`config.mk`:
```
export PLATFORM = sky130hd
export DESIGN_NAME = acb_core
export DESIGN_NICKNAME = d
export VERILOG_FILES = /design/src/include/acb_pkg.sv /design/src/include/acb_cmd_if.sv /design/src/core/acb_alu.sv /design/src/core/acb_core.sv /design/src/core/acb_frame_rx.sv
export SDC_FILE = /design/constraint.sdc
export NUM_CORES = 2
export LEC_CHECK = 0
export BUFFER_PORTS_ARGS = -buffer_cell sky130_fd_sc_hd__clkbuf_2
export CAP_MARGIN = 20
export CELL_PAD_IN_SITES_DETAIL_PLACEMENT = 0
export CELL_PAD_IN_SITES_GLOBAL_PLACEMENT = 2
export CORE_MARGIN = 2
export CORE_UTILIZATION = 36
export CTS_CLUSTER_DIAMETER = 50
export DETAILED_ROUTE_END_ITERATION = 7
export PLACE_DENSITY = 0.79
export SLEW_MARGIN = 20
export SYNTH_ARGS = -nofsm -noshare
export SYNTH_HDL_FRONTEND = slang
export SYNTH_SLANG_ARGS = --single-unit
```
`constraint.sdc`:
```
create_clock -name clk_sys_i -period 85.7 [get_ports clk_sys_i]
set_clock_uncertainty 0.1 [all_clocks]
set_input_delay 0 -clock clk_sys_i [delete_from_list [all_inputs] [get_ports clk_sys_i]]
set_output_delay 0 -clock clk_sys_i [all_outputs]
set_load 0.005 [all_outputs]
```
`src/include/acb_pkg.sv`:
```
// Package of command codes, type codes, frame layout and status values for the accumulator unit
package acb_pkg;
    // Frame layout
    localparam int FRAME_LEN = 9;
    localparam int FRAME_BODY = 8;
    localparam int VALUE_W = 32;
    localparam int NUM_OUT = 4;

    // Instruction codes
    localparam logic [7:0] INS_SET_OUTPUT = 8'h0E;
    localparam logic [7:0] INS_GET_INPUT = 8'h0F;
    localparam logic [7:0] INS_MATH = 8'h13;
    localparam logic [7:0] INS_COMPARE = 8'h14;
    localparam logic [7:0] INS_COND_JUMP = 8'h15;

    // Accumulator math operations
    localparam logic [7:0] OP_ADD = 8'h00;
    localparam logic [7:0] OP_SUB = 8'h01;
    localparam logic [7:0] OP_MUL = 8'h02;
    localparam logic [7:0] OP_DIV = 8'h03;
    localparam logic [7:0] OP_MOD = 8'h04;
    localparam logic [7:0] OP_AND = 8'h05;
    localparam logic [7:0] OP_OR = 8'h06;
    localparam logic [7:0] OP_XOR = 8'h07;
    localparam logic [7:0] OP_NOT = 8'h08;
    localparam logic [7:0] OP_LOAD = 8'h09;

    // Jump conditions
    localparam logic [7:0] CND_ZE = 8'h00;
    localparam logic [7:0] CND_NZ = 8'h01;
    localparam logic [7:0] CND_EQ = 8'h02;
    localparam logic [7:0] CND_NE = 8'h03;
    localparam logic [7:0] CND_GT = 8'h04;
    localparam logic [7:0] CND_GE = 8'h05;
    localparam logic [7:0] CND_LT = 8'h06;
    localparam logic [7:0] CND_LE = 8'h07;
    localparam logic [7:0] CND_TIMEOUT = 8'h08;
    localparam logic [7:0] CND_ALARM = 8'h09;
    localparam logic [7:0] CND_DEVIATION = 8'h0A;
    localparam logic [7:0] CND_POSITION = 8'h0B;

    // Banks and status
    localparam logic [7:0] BANK_OUT_STATE = 8'h02;
    localparam logic [7:0] STATUS_OK = 8'h64;

    // Modulo-256 sum of the eight bytes ahead of the checksum, byte 0 in the top lane
    function automatic logic [7:0] acb_csum(input logic [63:0] body);
        logic [7:0] s;
        s = 8'h00;
        for (int i = 0; i < FRAME_BODY; i++) begin
            s = s + body[63 - 8 * i -: 8];
        end
        return s;
    endfunction : acb_csum
endpackage : acb_pkg

```
`src/include/acb_cmd_if.sv`:
```
// Interface carrying one decoded command from the frame receiver to the executer
`timescale 1ns/100ps
interface acb_cmd_if;
    logic valid;
    logic [7:0] instr;
    logic [7:0] typ;
    logic [7:0] bank;
    logic [31:0] value;
    modport rx (output valid, output instr, output typ, output bank, output value);
    modport core (input valid, input instr, input typ, input bank, input value);
endinterface : acb_cmd_if

```
`src/core/acb_alu.sv`:
```
// Combinational accumulator math for the ten operation types
`timescale 1ns/100ps
module acb_alu import acb_pkg::*; (
    input wire logic [31:0] acc_i,
    input wire logic [31:0] operand_i,
    input wire logic [7:0] op_i,
    output logic [31:0] result_o,
    output logic ok_o
);
    // Division by zero and unknown types leave the accumulator alone
    always_comb begin
        result_o = acc_i;
        ok_o = 1'b1;
        case (op_i)
            OP_ADD: result_o = acc_i + operand_i;
            OP_SUB: result_o = acc_i - operand_i;
            OP_MUL: result_o = acc_i * operand_i;
            OP_DIV: begin
                if (operand_i == 32'h00000000) ok_o = 1'b0;
                else result_o = 32'($signed(acc_i) / $signed(operand_i));
            end
            OP_MOD: begin
                if (operand_i == 32'h00000000) ok_o = 1'b0;
                else result_o = 32'($signed(acc_i) % $signed(operand_i));
            end
            OP_AND: result_o = acc_i & operand_i;
            OP_OR: result_o = acc_i | operand_i;
            OP_XOR: result_o = acc_i ^ operand_i;
            OP_NOT: result_o = ~acc_i;
            OP_LOAD: result_o = operand_i;
            default: ok_o = 1'b0;
        endcase
    end
endmodule : acb_alu

```
`src/core/acb_core.sv`:
```
// Accumulator math, compare and conditional jump executer with frame reply
`timescale 1ns/100ps
module acb_core import acb_pkg::*; #(
    parameter logic [7:0] MODULE_ADDR = 8'h01,
    parameter logic [7:0] HOST_ADDR = 8'h02,
    parameter logic [7:0] STATUS_BAD_CMD = 8'h02,
    parameter logic [7:0] STATUS_BAD_TYPE = 8'h03
) (
    input wire logic clk_sys_i,
    input wire logic rst_n_i,
    input wire logic [7:0] rx_byte_i,
    input wire logic rx_valid_i,
    input wire logic standalone_i,
    input wire logic prog_valid_i,
    input wire logic [7:0] prog_instr_i,
    input wire logic [7:0] prog_type_i,
    input wire logic [7:0] prog_bank_i,
    input wire logic [31:0] prog_value_i,
    input wire logic wait_timeout_i,
    input wire logic clear_err_i,
    input wire logic ext_alarm_i,
    input wire logic deviation_err_i,
    input wire logic position_err_i,
    output logic prog_ack_o,
    output logic [31:0] pc_o,
    output logic [31:0] acc_o,
    output logic [3:0] gpio_out_o,
    output logic [7:0] tx_byte_o,
    output logic tx_valid_o,
    output logic frame_err_o,
    output logic timeout_flag_o
);
    acb_cmd_if cmd_if ();

    logic [31:0] acc_r, acc_nxt;
    logic [31:0] pc_r, pc_nxt;
    logic [3:0] out_r, out_nxt;
    logic zero_r, zero_nxt;
    logic eq_r, eq_nxt;
    logic gt_r, gt_nxt;
    logic lt_r, lt_nxt;
    logic timeout_r, timeout_nxt;
    logic ack_r, ack_nxt;
    logic [7:0] rep_r [0:7];
    logic [7:0] rep_nxt [0:7];
    logic [3:0] idx_r, idx_nxt;
    logic busy_r, busy_nxt;
    logic [7:0] tx_r, tx_nxt;
    logic txv_r, txv_nxt;
    logic host_go, prog_go, exec_go;
    logic [7:0] ex_instr, ex_type, ex_bank;
    logic [31:0] ex_value;
    logic [31:0] alu_res;
    logic alu_ok;
    logic cond_true;
    logic [7:0] status;
    logic [31:0] rep_value;
    logic [31:0] gio_value;
    logic [63:0] rep_body;

    acb_frame_rx #(.MODULE_ADDR(MODULE_ADDR)) u_rx (
        .clk_sys_i(clk_sys_i),
        .rst_n_i(rst_n_i),
        .rx_byte_i(rx_byte_i),
        .rx_valid_i(rx_valid_i),
        .frame_err_o(frame_err_o),
        .cmd(cmd_if.rx)
    );

    acb_alu u_alu (
        .acc_i(acc_r),
        .operand_i(ex_value),
        .op_i(ex_type),
        .result_o(alu_res),
        .ok_o(alu_ok)
    );

    // Host frames win over program steps; a frame arriving while a reply is out is dropped
    assign host_go = cmd_if.valid && !busy_r;
    assign prog_go = !cmd_if.valid && standalone_i && prog_valid_i && !ack_r;
    assign exec_go = host_go || prog_go;
    assign ex_instr = host_go ? cmd_if.instr : prog_instr_i;
    assign ex_type = host_go ? cmd_if.typ : prog_type_i;
    assign ex_bank = host_go ? cmd_if.bank : prog_bank_i;
    assign ex_value = host_go ? cmd_if.value : prog_value_i;

    // Condition select over the latest compare and the error flags
    always_comb begin
        case (ex_type)
            CND_ZE: cond_true = zero_r;
            CND_NZ: cond_true = !zero_r;
            CND_EQ: cond_true = eq_r;
            CND_NE: cond_true = !eq_r;
            CND_GT: cond_true = gt_r;
            CND_GE: cond_true = gt_r || eq_r;
            CND_LT: cond_true = lt_r;
            CND_LE: cond_true = lt_r || eq_r;
            CND_TIMEOUT: cond_true = timeout_r;
            CND_ALARM: cond_true = ext_alarm_i;
            CND_DEVIATION: cond_true = deviation_err_i;
            CND_POSITION: cond_true = position_err_i;
            default: cond_true = 1'b0;
        endcase
    end

    // Output line read-back; ports beyond the four lines read zero
    assign gio_value = (ex_type < 8'(NUM_OUT)) ? {31'h00000000, out_r[ex_type[1:0]]} : 32'h00000000;

    // Execution of one command; the motor/bank byte only matters for output access
    always_comb begin
        acc_nxt = acc_r;
        pc_nxt = pc_r;
        out_nxt = out_r;
        zero_nxt = zero_r;
        eq_nxt = eq_r;
        gt_nxt = gt_r;
        lt_nxt = lt_r;
        status = STATUS_OK;
        rep_value = 32'h00000000;
        if (exec_go) begin
            if (prog_go) pc_nxt = pc_r + 32'h00000001;
            case (ex_instr)
                INS_MATH: begin
                    if (alu_ok) acc_nxt = alu_res;
                    else status = STATUS_BAD_TYPE;
                    rep_value = ex_value;
                end
                INS_COMPARE: begin
                    zero_nxt = (acc_r - ex_value) == 32'h00000000;
                    eq_nxt = acc_r == ex_value;
                    gt_nxt = $signed(acc_r) > $signed(ex_value);
                    lt_nxt = $signed(acc_r) < $signed(ex_value);
                end
                INS_COND_JUMP: begin
                    if (cond_true) pc_nxt = ex_value;
                end
                INS_GET_INPUT: begin
                    if (ex_bank != BANK_OUT_STATE) status = STATUS_BAD_TYPE;
                    rep_value = gio_value;
                    if (prog_go) acc_nxt = gio_value;
                end
                INS_SET_OUTPUT: begin
                    if (ex_bank == BANK_OUT_STATE && ex_type < 8'(NUM_OUT)) out_nxt[ex_type[1:0]] = ex_value[0];
                    else status = STATUS_BAD_TYPE;
                end
                default: status = STATUS_BAD_CMD;
            endcase
        end
    end

    // Timeout flag: a timeout in the clearing cycle still sets it
    always_comb begin
        timeout_nxt = timeout_r;
        if (clear_err_i) timeout_nxt = 1'b0;
        if (wait_timeout_i) timeout_nxt = 1'b1;
        ack_nxt = prog_go;
    end

    always_ff @(posedge clk_sys_i or negedge rst_n_i) begin
        if (!rst_n_i) begin
            acc_r <= 32'h00000000;
            pc_r <= 32'h00000000;
            out_r <= 4'h0;
            zero_r <= 1'b0;
            eq_r <= 1'b0;
            gt_r <= 1'b0;
            lt_r <= 1'b0;
            timeout_r <= 1'b0;
            ack_r <= 1'b0;
        end else begin
            acc_r <= acc_nxt;
            pc_r <= pc_nxt;
            out_r <= out_nxt;
            zero_r <= zero_nxt;
            eq_r <= eq_nxt;
            gt_r <= gt_nxt;
            lt_r <= lt_nxt;
            timeout_r <= timeout_nxt;
            ack_r <= ack_nxt;
        end
    end

    // Reply body in wire order; checksum is summed as the last byte leaves
    always_comb begin
        for (int i = 0; i < FRAME_BODY; i++) begin
            rep_body[63 - 8 * i -: 8] = rep_r[i];
        end
    end

    // Reply builder and byte serialiser, one byte per clock with no back-pressure
    always_comb begin
        rep_nxt = rep_r;
        idx_nxt = idx_r;
        busy_nxt = busy_r;
        tx_nxt = 8'h00;
        txv_nxt = 1'b0;
        if (host_go) begin
            rep_nxt[0] = HOST_ADDR;
            rep_nxt[1] = MODULE_ADDR;
            rep_nxt[2] = status;
            rep_nxt[3] = ex_instr;
            rep_nxt[4] = rep_value[31:24];
            rep_nxt[5] = rep_value[23:16];
            rep_nxt[6] = rep_value[15:8];
            rep_nxt[7] = rep_value[7:0];
            idx_nxt = 4'h0;
            busy_nxt = 1'b1;
        end else if (busy_r) begin
            txv_nxt = 1'b1;
            if (idx_r < 4'(FRAME_BODY)) begin
                tx_nxt = rep_r[idx_r[2:0]];
                idx_nxt = idx_r + 4'h1;
            end else begin
                tx_nxt = acb_csum(rep_body);
                busy_nxt = 1'b0;
            end
        end
    end

    always_ff @(posedge clk_sys_i or negedge rst_n_i) begin
        if (!rst_n_i) begin
            for (int i = 0; i < FRAME_BODY; i++) rep_r[i] <= 8'h00;
            idx_r <= 4'h0;
            busy_r <= 1'b0;
            tx_r <= 8'h00;
            txv_r <= 1'b0;
        end else begin
            rep_r <= rep_nxt;
            idx_r <= idx_nxt;
            busy_r <= busy_nxt;
            tx_r <= tx_nxt;
            txv_r <= txv_nxt;
        end
    end

    assign prog_ack_o = ack_r;
    assign pc_o = pc_r;
    assign acc_o = acc_r;
    assign gpio_out_o = out_r;
    assign tx_byte_o = tx_r;
    assign tx_valid_o = txv_r;
    assign timeout_flag_o = timeout_r;
endmodule : acb_core

```
`src/core/acb_frame_rx.sv`:
```
// Nine-byte command frame assembler with address match and checksum test
`timescale 1ns/100ps
module acb_frame_rx import acb_pkg::*; #(
    parameter logic [7:0] MODULE_ADDR = 8'h01
) (
    input wire logic clk_sys_i,
    input wire logic rst_n_i,
    input wire logic [7:0] rx_byte_i,
    input wire logic rx_valid_i,
    output logic frame_err_o,
    acb_cmd_if.rx cmd
);
    logic [7:0] buf_r [0:7];
    logic [7:0] buf_nxt [0:7];
    logic [3:0] cnt_r, cnt_nxt;
    logic valid_r, valid_nxt;
    logic err_r, err_nxt;
    logic [63:0] body;

    // Fields stay stable during the valid pulse; only byte 0 can be overwritten then
    always_comb begin
        for (int i = 0; i < FRAME_BODY; i++) begin
            body[63 - 8 * i -: 8] = buf_r[i];
        end
    end
    assign cmd.valid = valid_r;
    assign cmd.instr = buf_r[1];
    assign cmd.typ = buf_r[2];
    assign cmd.bank = buf_r[3];
    assign cmd.value = {buf_r[4], buf_r[5], buf_r[6], buf_r[7]};
    assign frame_err_o = err_r;

    // Byte collection; ninth byte is the checksum
    always_comb begin
        buf_nxt = buf_r;
        cnt_nxt = cnt_r;
        valid_nxt = 1'b0;
        err_nxt = 1'b0;
        if (rx_valid_i) begin
            if (cnt_r < 4'(FRAME_BODY)) begin
                buf_nxt[cnt_r[2:0]] = rx_byte_i;
                cnt_nxt = cnt_r + 4'h1;
            end else begin
                cnt_nxt = 4'h0;
                if (acb_csum(body) != rx_byte_i) err_nxt = 1'b1;
                else if (buf_r[0] == MODULE_ADDR) valid_nxt = 1'b1;
            end
        end
    end

    always_ff @(posedge clk_sys_i or negedge rst_n_i) begin
        if (!rst_n_i) begin
            for (int i = 0; i < FRAME_BODY; i++) buf_r[i] <= 8'h00;
            cnt_r <= 4'h0;
            valid_r <= 1'b0;
            err_r <= 1'b0;
        end else begin
            buf_r <= buf_nxt;
            cnt_r <= cnt_nxt;
            valid_r <= valid_nxt;
            err_r <= err_nxt;
        end
    end
endmodule : acb_frame_rx

```
== After elaboration in Yosys (flattened, before gate mapping) ==
Index checks and enable logic that the tools add are counted.
Widths: inputs -> output; s select.
Operators by class
  multipliers: 1
  $add $sub $neg: 19
  divide/modulo/power cells: 2
  bitwise gates (word level): 6
  order comparisons: 10
  muxes and demuxes: 56
  eq/ne operators: 26
  reduce and logical (&&, ||, !) cells: 30
Operators by type and width (number)
  $pmux 32 s10: 1
  $mux 32: 9
  $pmux 32 s2: 2
  $add 8x8->8: 12
  $mux 8: 9
  $bwmux 64: 1
  $logic_not 32->1: 2
  $eq 8x4->1 const B: 6
  $add 32x1->32 const B: 1
  $add 32x32->32: 1
  $and 32x32->32: 1
  $div 32x32->32: 1
  $eq 32x32->1: 1
  $eq 8x3->1 const B: 4
  $gt 32x32->1: 1
  $lt 32x32->1: 1
  $mod 32x32->32: 1
  $mul 32x32->32: 1
  $not 32->32: 1
  $or 32x32->32: 1
  $sub 32x32->32: 1
  $xor 32x32->32: 1
  $mux 7: 4
  $pmux 7 s4: 1
  other kinds (37): 86
Storage, ports and cells
  input port bits: 74
  output and inout port bits: 80
  word-level logic and storage cells: 181
  flip-flop bits (word level): 207

== Longest topological paths before layout ==
  depth in word-level cells: 11
  gate-level depth with buffers: 428
  depth with buffers taken out: 373

== Modules after synthesis ==
A second synthesis with hierarchy kept.
Second synthesis, totals
  cell total of the unflattened synthesis: 9723
  area total of the unflattened synthesis: 71558.6 um^2
By module, submodules not included
  acb_alu: cells an instance 8047, instances 1, area an instance 56595.5 um^2, seq. area each 0.0 um^2
  acb_core: cells an instance 1311, instances 1, area an instance 10410.0 um^2, seq. area each 3303.2 um^2
  acb_frame_rx: cells an instance 365, instances 1, area an instance 4553.1 um^2, seq. area each 1751.7 um^2

== Least setup slack after synthesis ==
Ideal clock, no wire load.
  kind: flip-flop to flip-flop
  start point: register u_rx.valid_r (netlist: u_rx.cmd.valid)
  end point: register acc_r[30] (netlist: acc_o[30])
  data arrival time: 89.152 ns
  path buffers: 70
  library setup time: 0.129 ns
  required time: 85.471 ns
  path slack: -3.681 ns
  cell stages (with the launch flop): 396
  cell sequence: dfrtp_1 > nand2b_1 > buf_6 > buf_2 > buf_2 > buf_1 > clkbuf_1 > mux2_2 > inv_1 > clkbuf_1 > buf_1 > ha_1 > o211ai_1 > nor3_2 > buf_2 > a21oi_1 > xnor2_1 > nand4_1 > [... 360 more ...] > a2111oi_0 > a21oi_1 > a21oi_1 > o31ai_1 > clkinv_1 > clkbuf_1 > clkbuf_1 > ha_1 > nand3_1 > nor4_1 > nor4b_1 > a21oi_1 > xnor2_1 > a21oi_1 > o221a_2 > nor2_1 > a41oi_1 > nand3_1
Between the ends
  cells in the longest elaborated chain, start to end: 7
  elaborated cells on any way between the ends: 46
  those cells by class: 2 x add/sub; 1 x mul; 2 x div; 16 x eq/ne; 10 x mux; 3 x bitwise; 12 x reduce/logical
Ends and longest elaborated chain
  from (decl): RTL line acb_frame_rx.sv:16  | logic valid_r, valid_nxt;
  from (signal assigned): RTL line acb_frame_rx.sv:60  | valid_r <= valid_nxt;
  $logic_and 1x1->1: RTL line acb_core.sv:79  | assign host_go = cmd_if.valid && !busy_r;
  $mux 32 or $mux 8 (tied branches): RTL line acb_core.sv:85, acb_core.sv:83
  $mod 32x32->32, or another cell as far along: RTL line acb_alu.sv:24  | else result_o = 32'($signed(acc_i) % $signed(operand_i));
  $mux 32, or another cell as far along: RTL line acb_alu.sv:23  | if (operand_i == 32'h00000000) ok_o = 1'b0;
  $pmux 32 s10 or $pmux 1 s2 (tied branches): RTL line acb_alu.sv:14  | case (op_i)
  $mux 32 or $ne 2x2->1 (tied branches)
  $pmux 32 s2 or $reduce_and 7->1 (tied branches)
  to (signal assigned): RTL line acb_core.sv:171  | acc_r <= acc_nxt;
  to (decl): RTL line acb_core.sv:35  | logic [31:0] acc_r, acc_nxt;
Parallel ways exist; a longest one is shown, timed or not. The select of a mux whose other input is x is not followed.
A chain may end at the register's enable or synchronous reset.

== Worst setup path after layout ==
  start point: register u_rx.valid_r (netlist: u_rx.cmd.valid)
  end point: register acc_r[28] (netlist: acc_o[28])
Same word-level chain as after synthesis.

==> impl_metrics.csv <==
group,metric,value,unit
outcome,status,"finished, final reports clean",
power,power_switching,493,µW
final_layout,stdcell_count,11800,
global_route,grt_start_max_net_pins,74,
clocking,numCtsBuffers,35,
clocking,clk_latency,560,ps
worst_setup_path,cp_slowest_cell,"a211oi_1",
timing,drv_slew,0,
placement,portBuffers,153,
worst_setup_path,cp.arrival,81890,ps
final_layout,drive_gt1_share,13.1,%
timing,timing.fmax,12.3,MHz
die,die_y,433,µm
clocking,htree_num_levels,2,
yosys,yosysWarningCount,0,
placement,gp_congestion,1.03,
clocking,clock-sinks,202,
global_route,grt_overflow,0,
worst_setup_path,crit_family,"compound AO/OA/AOI/OAI gates",
detailed_routing,drt_iter0_markers,7244,
power,ir_worst_vdd,0.0395,mV
yosys,synth-main-ff-cell,"dfrtp_1",
die,dieArea,187000,µm²
yosys,async_flop_share,100,%
worst_setup_path,worstPathRequired,86080,ps
worst_setup_path,cp_common_cell,"ha_1",
die,pin_count,154,
timing,max_slew_margin,18.9,%
power,p_seq_share,14.0,%
clocking,clock_path_buffers,3,
worst_setup_path,cp_max_fo,42,
yosys,synthDistinctLibCells,120,
yosys,ys_seq_elements,202,
yosys,syn_nets,10200,
timing,worstMarginPinSlew,1210,ps
final_layout,design_area,75700,µm²
power,p_comb_share,71.0,%
worst_setup_path,cp_slowest_stage_delay,680,ps
die,rows,157,
timing,post-route-period-util,95.1,%
power,clockPowerShare,15.1,%
worst_setup_path,crit_type,"reg2reg",
yosys,synthCells,8921,
power,powerDensity,13.4,nW/µm²
detailed_routing,drc,0,
yosys,avgSynthCellArea,7.43,µm²
timing,min_period,81510,ps
clocking,cts-root-buf,"clkbuf_16",
timing,hold_viol_final,0,
global_route,grt.total_usage,36.7,%
final_layout,area_growth_syn_to_layout,14.2,%
yosys,synth_area,66200,µm²
die,chipWidth,433,µm
clocking,tritoncts,"built",
detailed_routing,wl_per_cell,30.2,µm
global_route,grt_pass1_wl,501000,µm
worst_setup_path,cp-end-kind,"register",
worst_setup_path,worst-path-buf-inv,37,
timing,finalSetupViolCount,0,
power,p_int,517,µW
job,maxCapViolations,0,
worst_setup_path,startpoint_type,"register",
power,switching_share,48.8,%
die,coreArea,183000,µm²
clocking,clkTransAtPathRegs,60,ps
final_layout,nets,10600,
power,power_leakage,0.0371,µW
placement,placed_area,72800,µm²
yosys,synth_edf_count,0,
placement,dpl.hpwl,280000,µm
die,start_util,36.2,%
yosys,synth-seq-area-share,7.63,%
hold_path,hold_class,"in2reg",
detailed_routing,drt_first_pass_iters,6,
detailed_routing,ant_nets,0,
final_layout,fillers,19100,
global_route,antenna_found_initial,9,
global_route,grt_pass1_vias,69200,
detailed_routing,dr_total_vias,71400,
detailed_routing,totalWireLength,355000,µm
placement,place_inst,11600,
detailed_routing,via_per_inst,6.07,
## registers in the layout, summed over array words and instances, names as in the netlist, 4 cells and up
signal,flops
acc_o,32
gpio_out_o,4
idx_r,4
pc_o,32
rep_body,44
tx_byte_o,8
u_rx.body,8
u_rx.cmd.bank,8
u_rx.cmd.instr,8
u_rx.cmd.typ,8
u_rx.cmd.value,32
u_rx.cnt_r,4
## cells in the mapped netlist, drive strengths merged, types with 78 or more instances
master / n / area (µm²)
nor2b: 78 / 488
nor2: 822 / 3100
dfrtp: 202 / 5050
fa: 477 / 9550
a31oi: 124 / 797
nand3: 187 / 956
o21a: 141 / 1060
or3: 82 / 513
nand2: 1203 / 4520
a21o: 195 / 1460
mux2: 110 / 1240
ha: 773 / 9670
clkbuf: 298 / 1120
nand4: 81 / 528
xor2: 188 / 1650
buf: 103 / 470
a21oi: 636 / 3200
inv: 806 / 3030
nor3: 204 / 1080
xnor2: 470 / 4160
o21ai: 475 / 2390
## power groups by stage
stage / Combinational, µW / Clock (µW) / Sequential (µW)
detailed placement: 703 / 0 / 142
global route: 793 / 158 / 144
CTS: 709 / 154 / 140
finish: 717 / 152 / 141
global placement: 690 / 0 / 142
floorplan: 514 / 0 / 131
## final timing paths
kind / start / endpoint / slack [ps] / depth (start not counted)
worst max-delay path: u_rx.cmd.valid / acc_o[28] / 4190 / 367
worst min-delay path: prog_instr_i[4] / rep_body[40] / 110 / 5
worst max register to register: u_rx.cmd.valid / acc_o[28] / 4190 / 367
worst min register to register: lt_r / lt_r / 400 / 1
max in group asynchronous: rst_n_i / acc_o[31] / 84040 / 4
min in group asynchronous: rst_n_i / tx_byte_o[0] / 510 / 4
## per-layer routing
layer	global-route usage, %	wire [µm]
met5	0	63
met4	17.9	21800
met2	59.2	159000
met1	48.0	147000
met3	4.91	26800
## repair_timing
action                                  4_1_cts  5_1_grt
cloned                                        0        6
resized for setup                            48      161
hold endpoints to repair                    146        0
setup buffers                                 0       41
hold buffers                                 18        0
pin swaps                                     0       38
endpoints found under the setup margin       32       32
## through the flow
| step | setup TNS (ps) | worst slack (ps) | hold WS, ps | total power, µW | utilization (%) |
|---|---|---|---|---|---|
| detailed placement | -75390 | -3840 | -102 | 845 | 39.8 |
| global route | -3210 | -339 | 127 | 1090 | 41.4 |
| floorplan | 0 | 72.9 | -396 | 645 | - |
| finish | 0 | 4190 | 110 | 1010 | 41.4 |
| CTS | 0 | 4.83 | 76.0 | 1000 | 40.7 |
| global placement | -65860 | -3460 | -101 | 832 | 39.8 |
## kinds of logic (layout without fill, tap and decap cells)
| family | count (synthesis) | after routing | share of synthesized area [%] |
|---|---|---|---|
| buffers and inverters | 1227 | 1597 | 7.08 |
| AO/OA/AOI/OAI | 2350 | 2350 | 23.4 |
| XOR/XNOR | 658 | 658 | 8.76 |
| adder cells (fa/ha/maj) | 1250 | 1250 | 29.0 |
| multiplexers | 178 | 178 | 3.10 |
| other | 0 | 3 | 0 |
| AND/OR/NAND/NOR | 3056 | 3059 | 21.0 |
| flip-flops | 202 | 202 | 7.63 |
## cell usage in the layout (no fill, tap or decap), drive strengths merged, types with 75 or more instances in the layout
cell	instances
a21o	195
a21oi	636
a31oi	124
buf	539
clkbuf	195
dfrtp	202
fa	477
ha	773
inv	812
mux2	110
nand2	1204
nand3	188
nand4	81
nor2	823
nor2b	78
nor3	204
o211ai	75
o21a	141
o21ai	475
o22ai	75
o31ai	75
or3	82
xnor2	470
xor2	188
## cell type report
class	instances	area (µm²)	area share [%]
Antenna cell	3	7.51	0.00992
Clock buffer	40	925	1.22
Clock inverter	20	313	0.413
Inverter	826	3130	4.13
Multi-Input combinational cell	7495	57900	76.5
Sequential cell	202	5060	6.68
Tap cell	2464	3080	4.08
Timing Repair Buffer	711	5250	6.93
## worst reg2reg max path, delay by kind of cell, from the launching register on
| family | cells | cell delay [ps] |
|---|---|---|
| compound gates | 175 | 39700 |
| simple gates | 116 | 22750 |
| fa+ha+maj | 33 | 9950 |
| buf+inv | 37 | 6830 |
| xor+xnor | 3 | 1020 |
| mux | 3 | 610 |
| flops | 1 | 490 |
No activity file was read; power rests on OpenSTA's default activity.
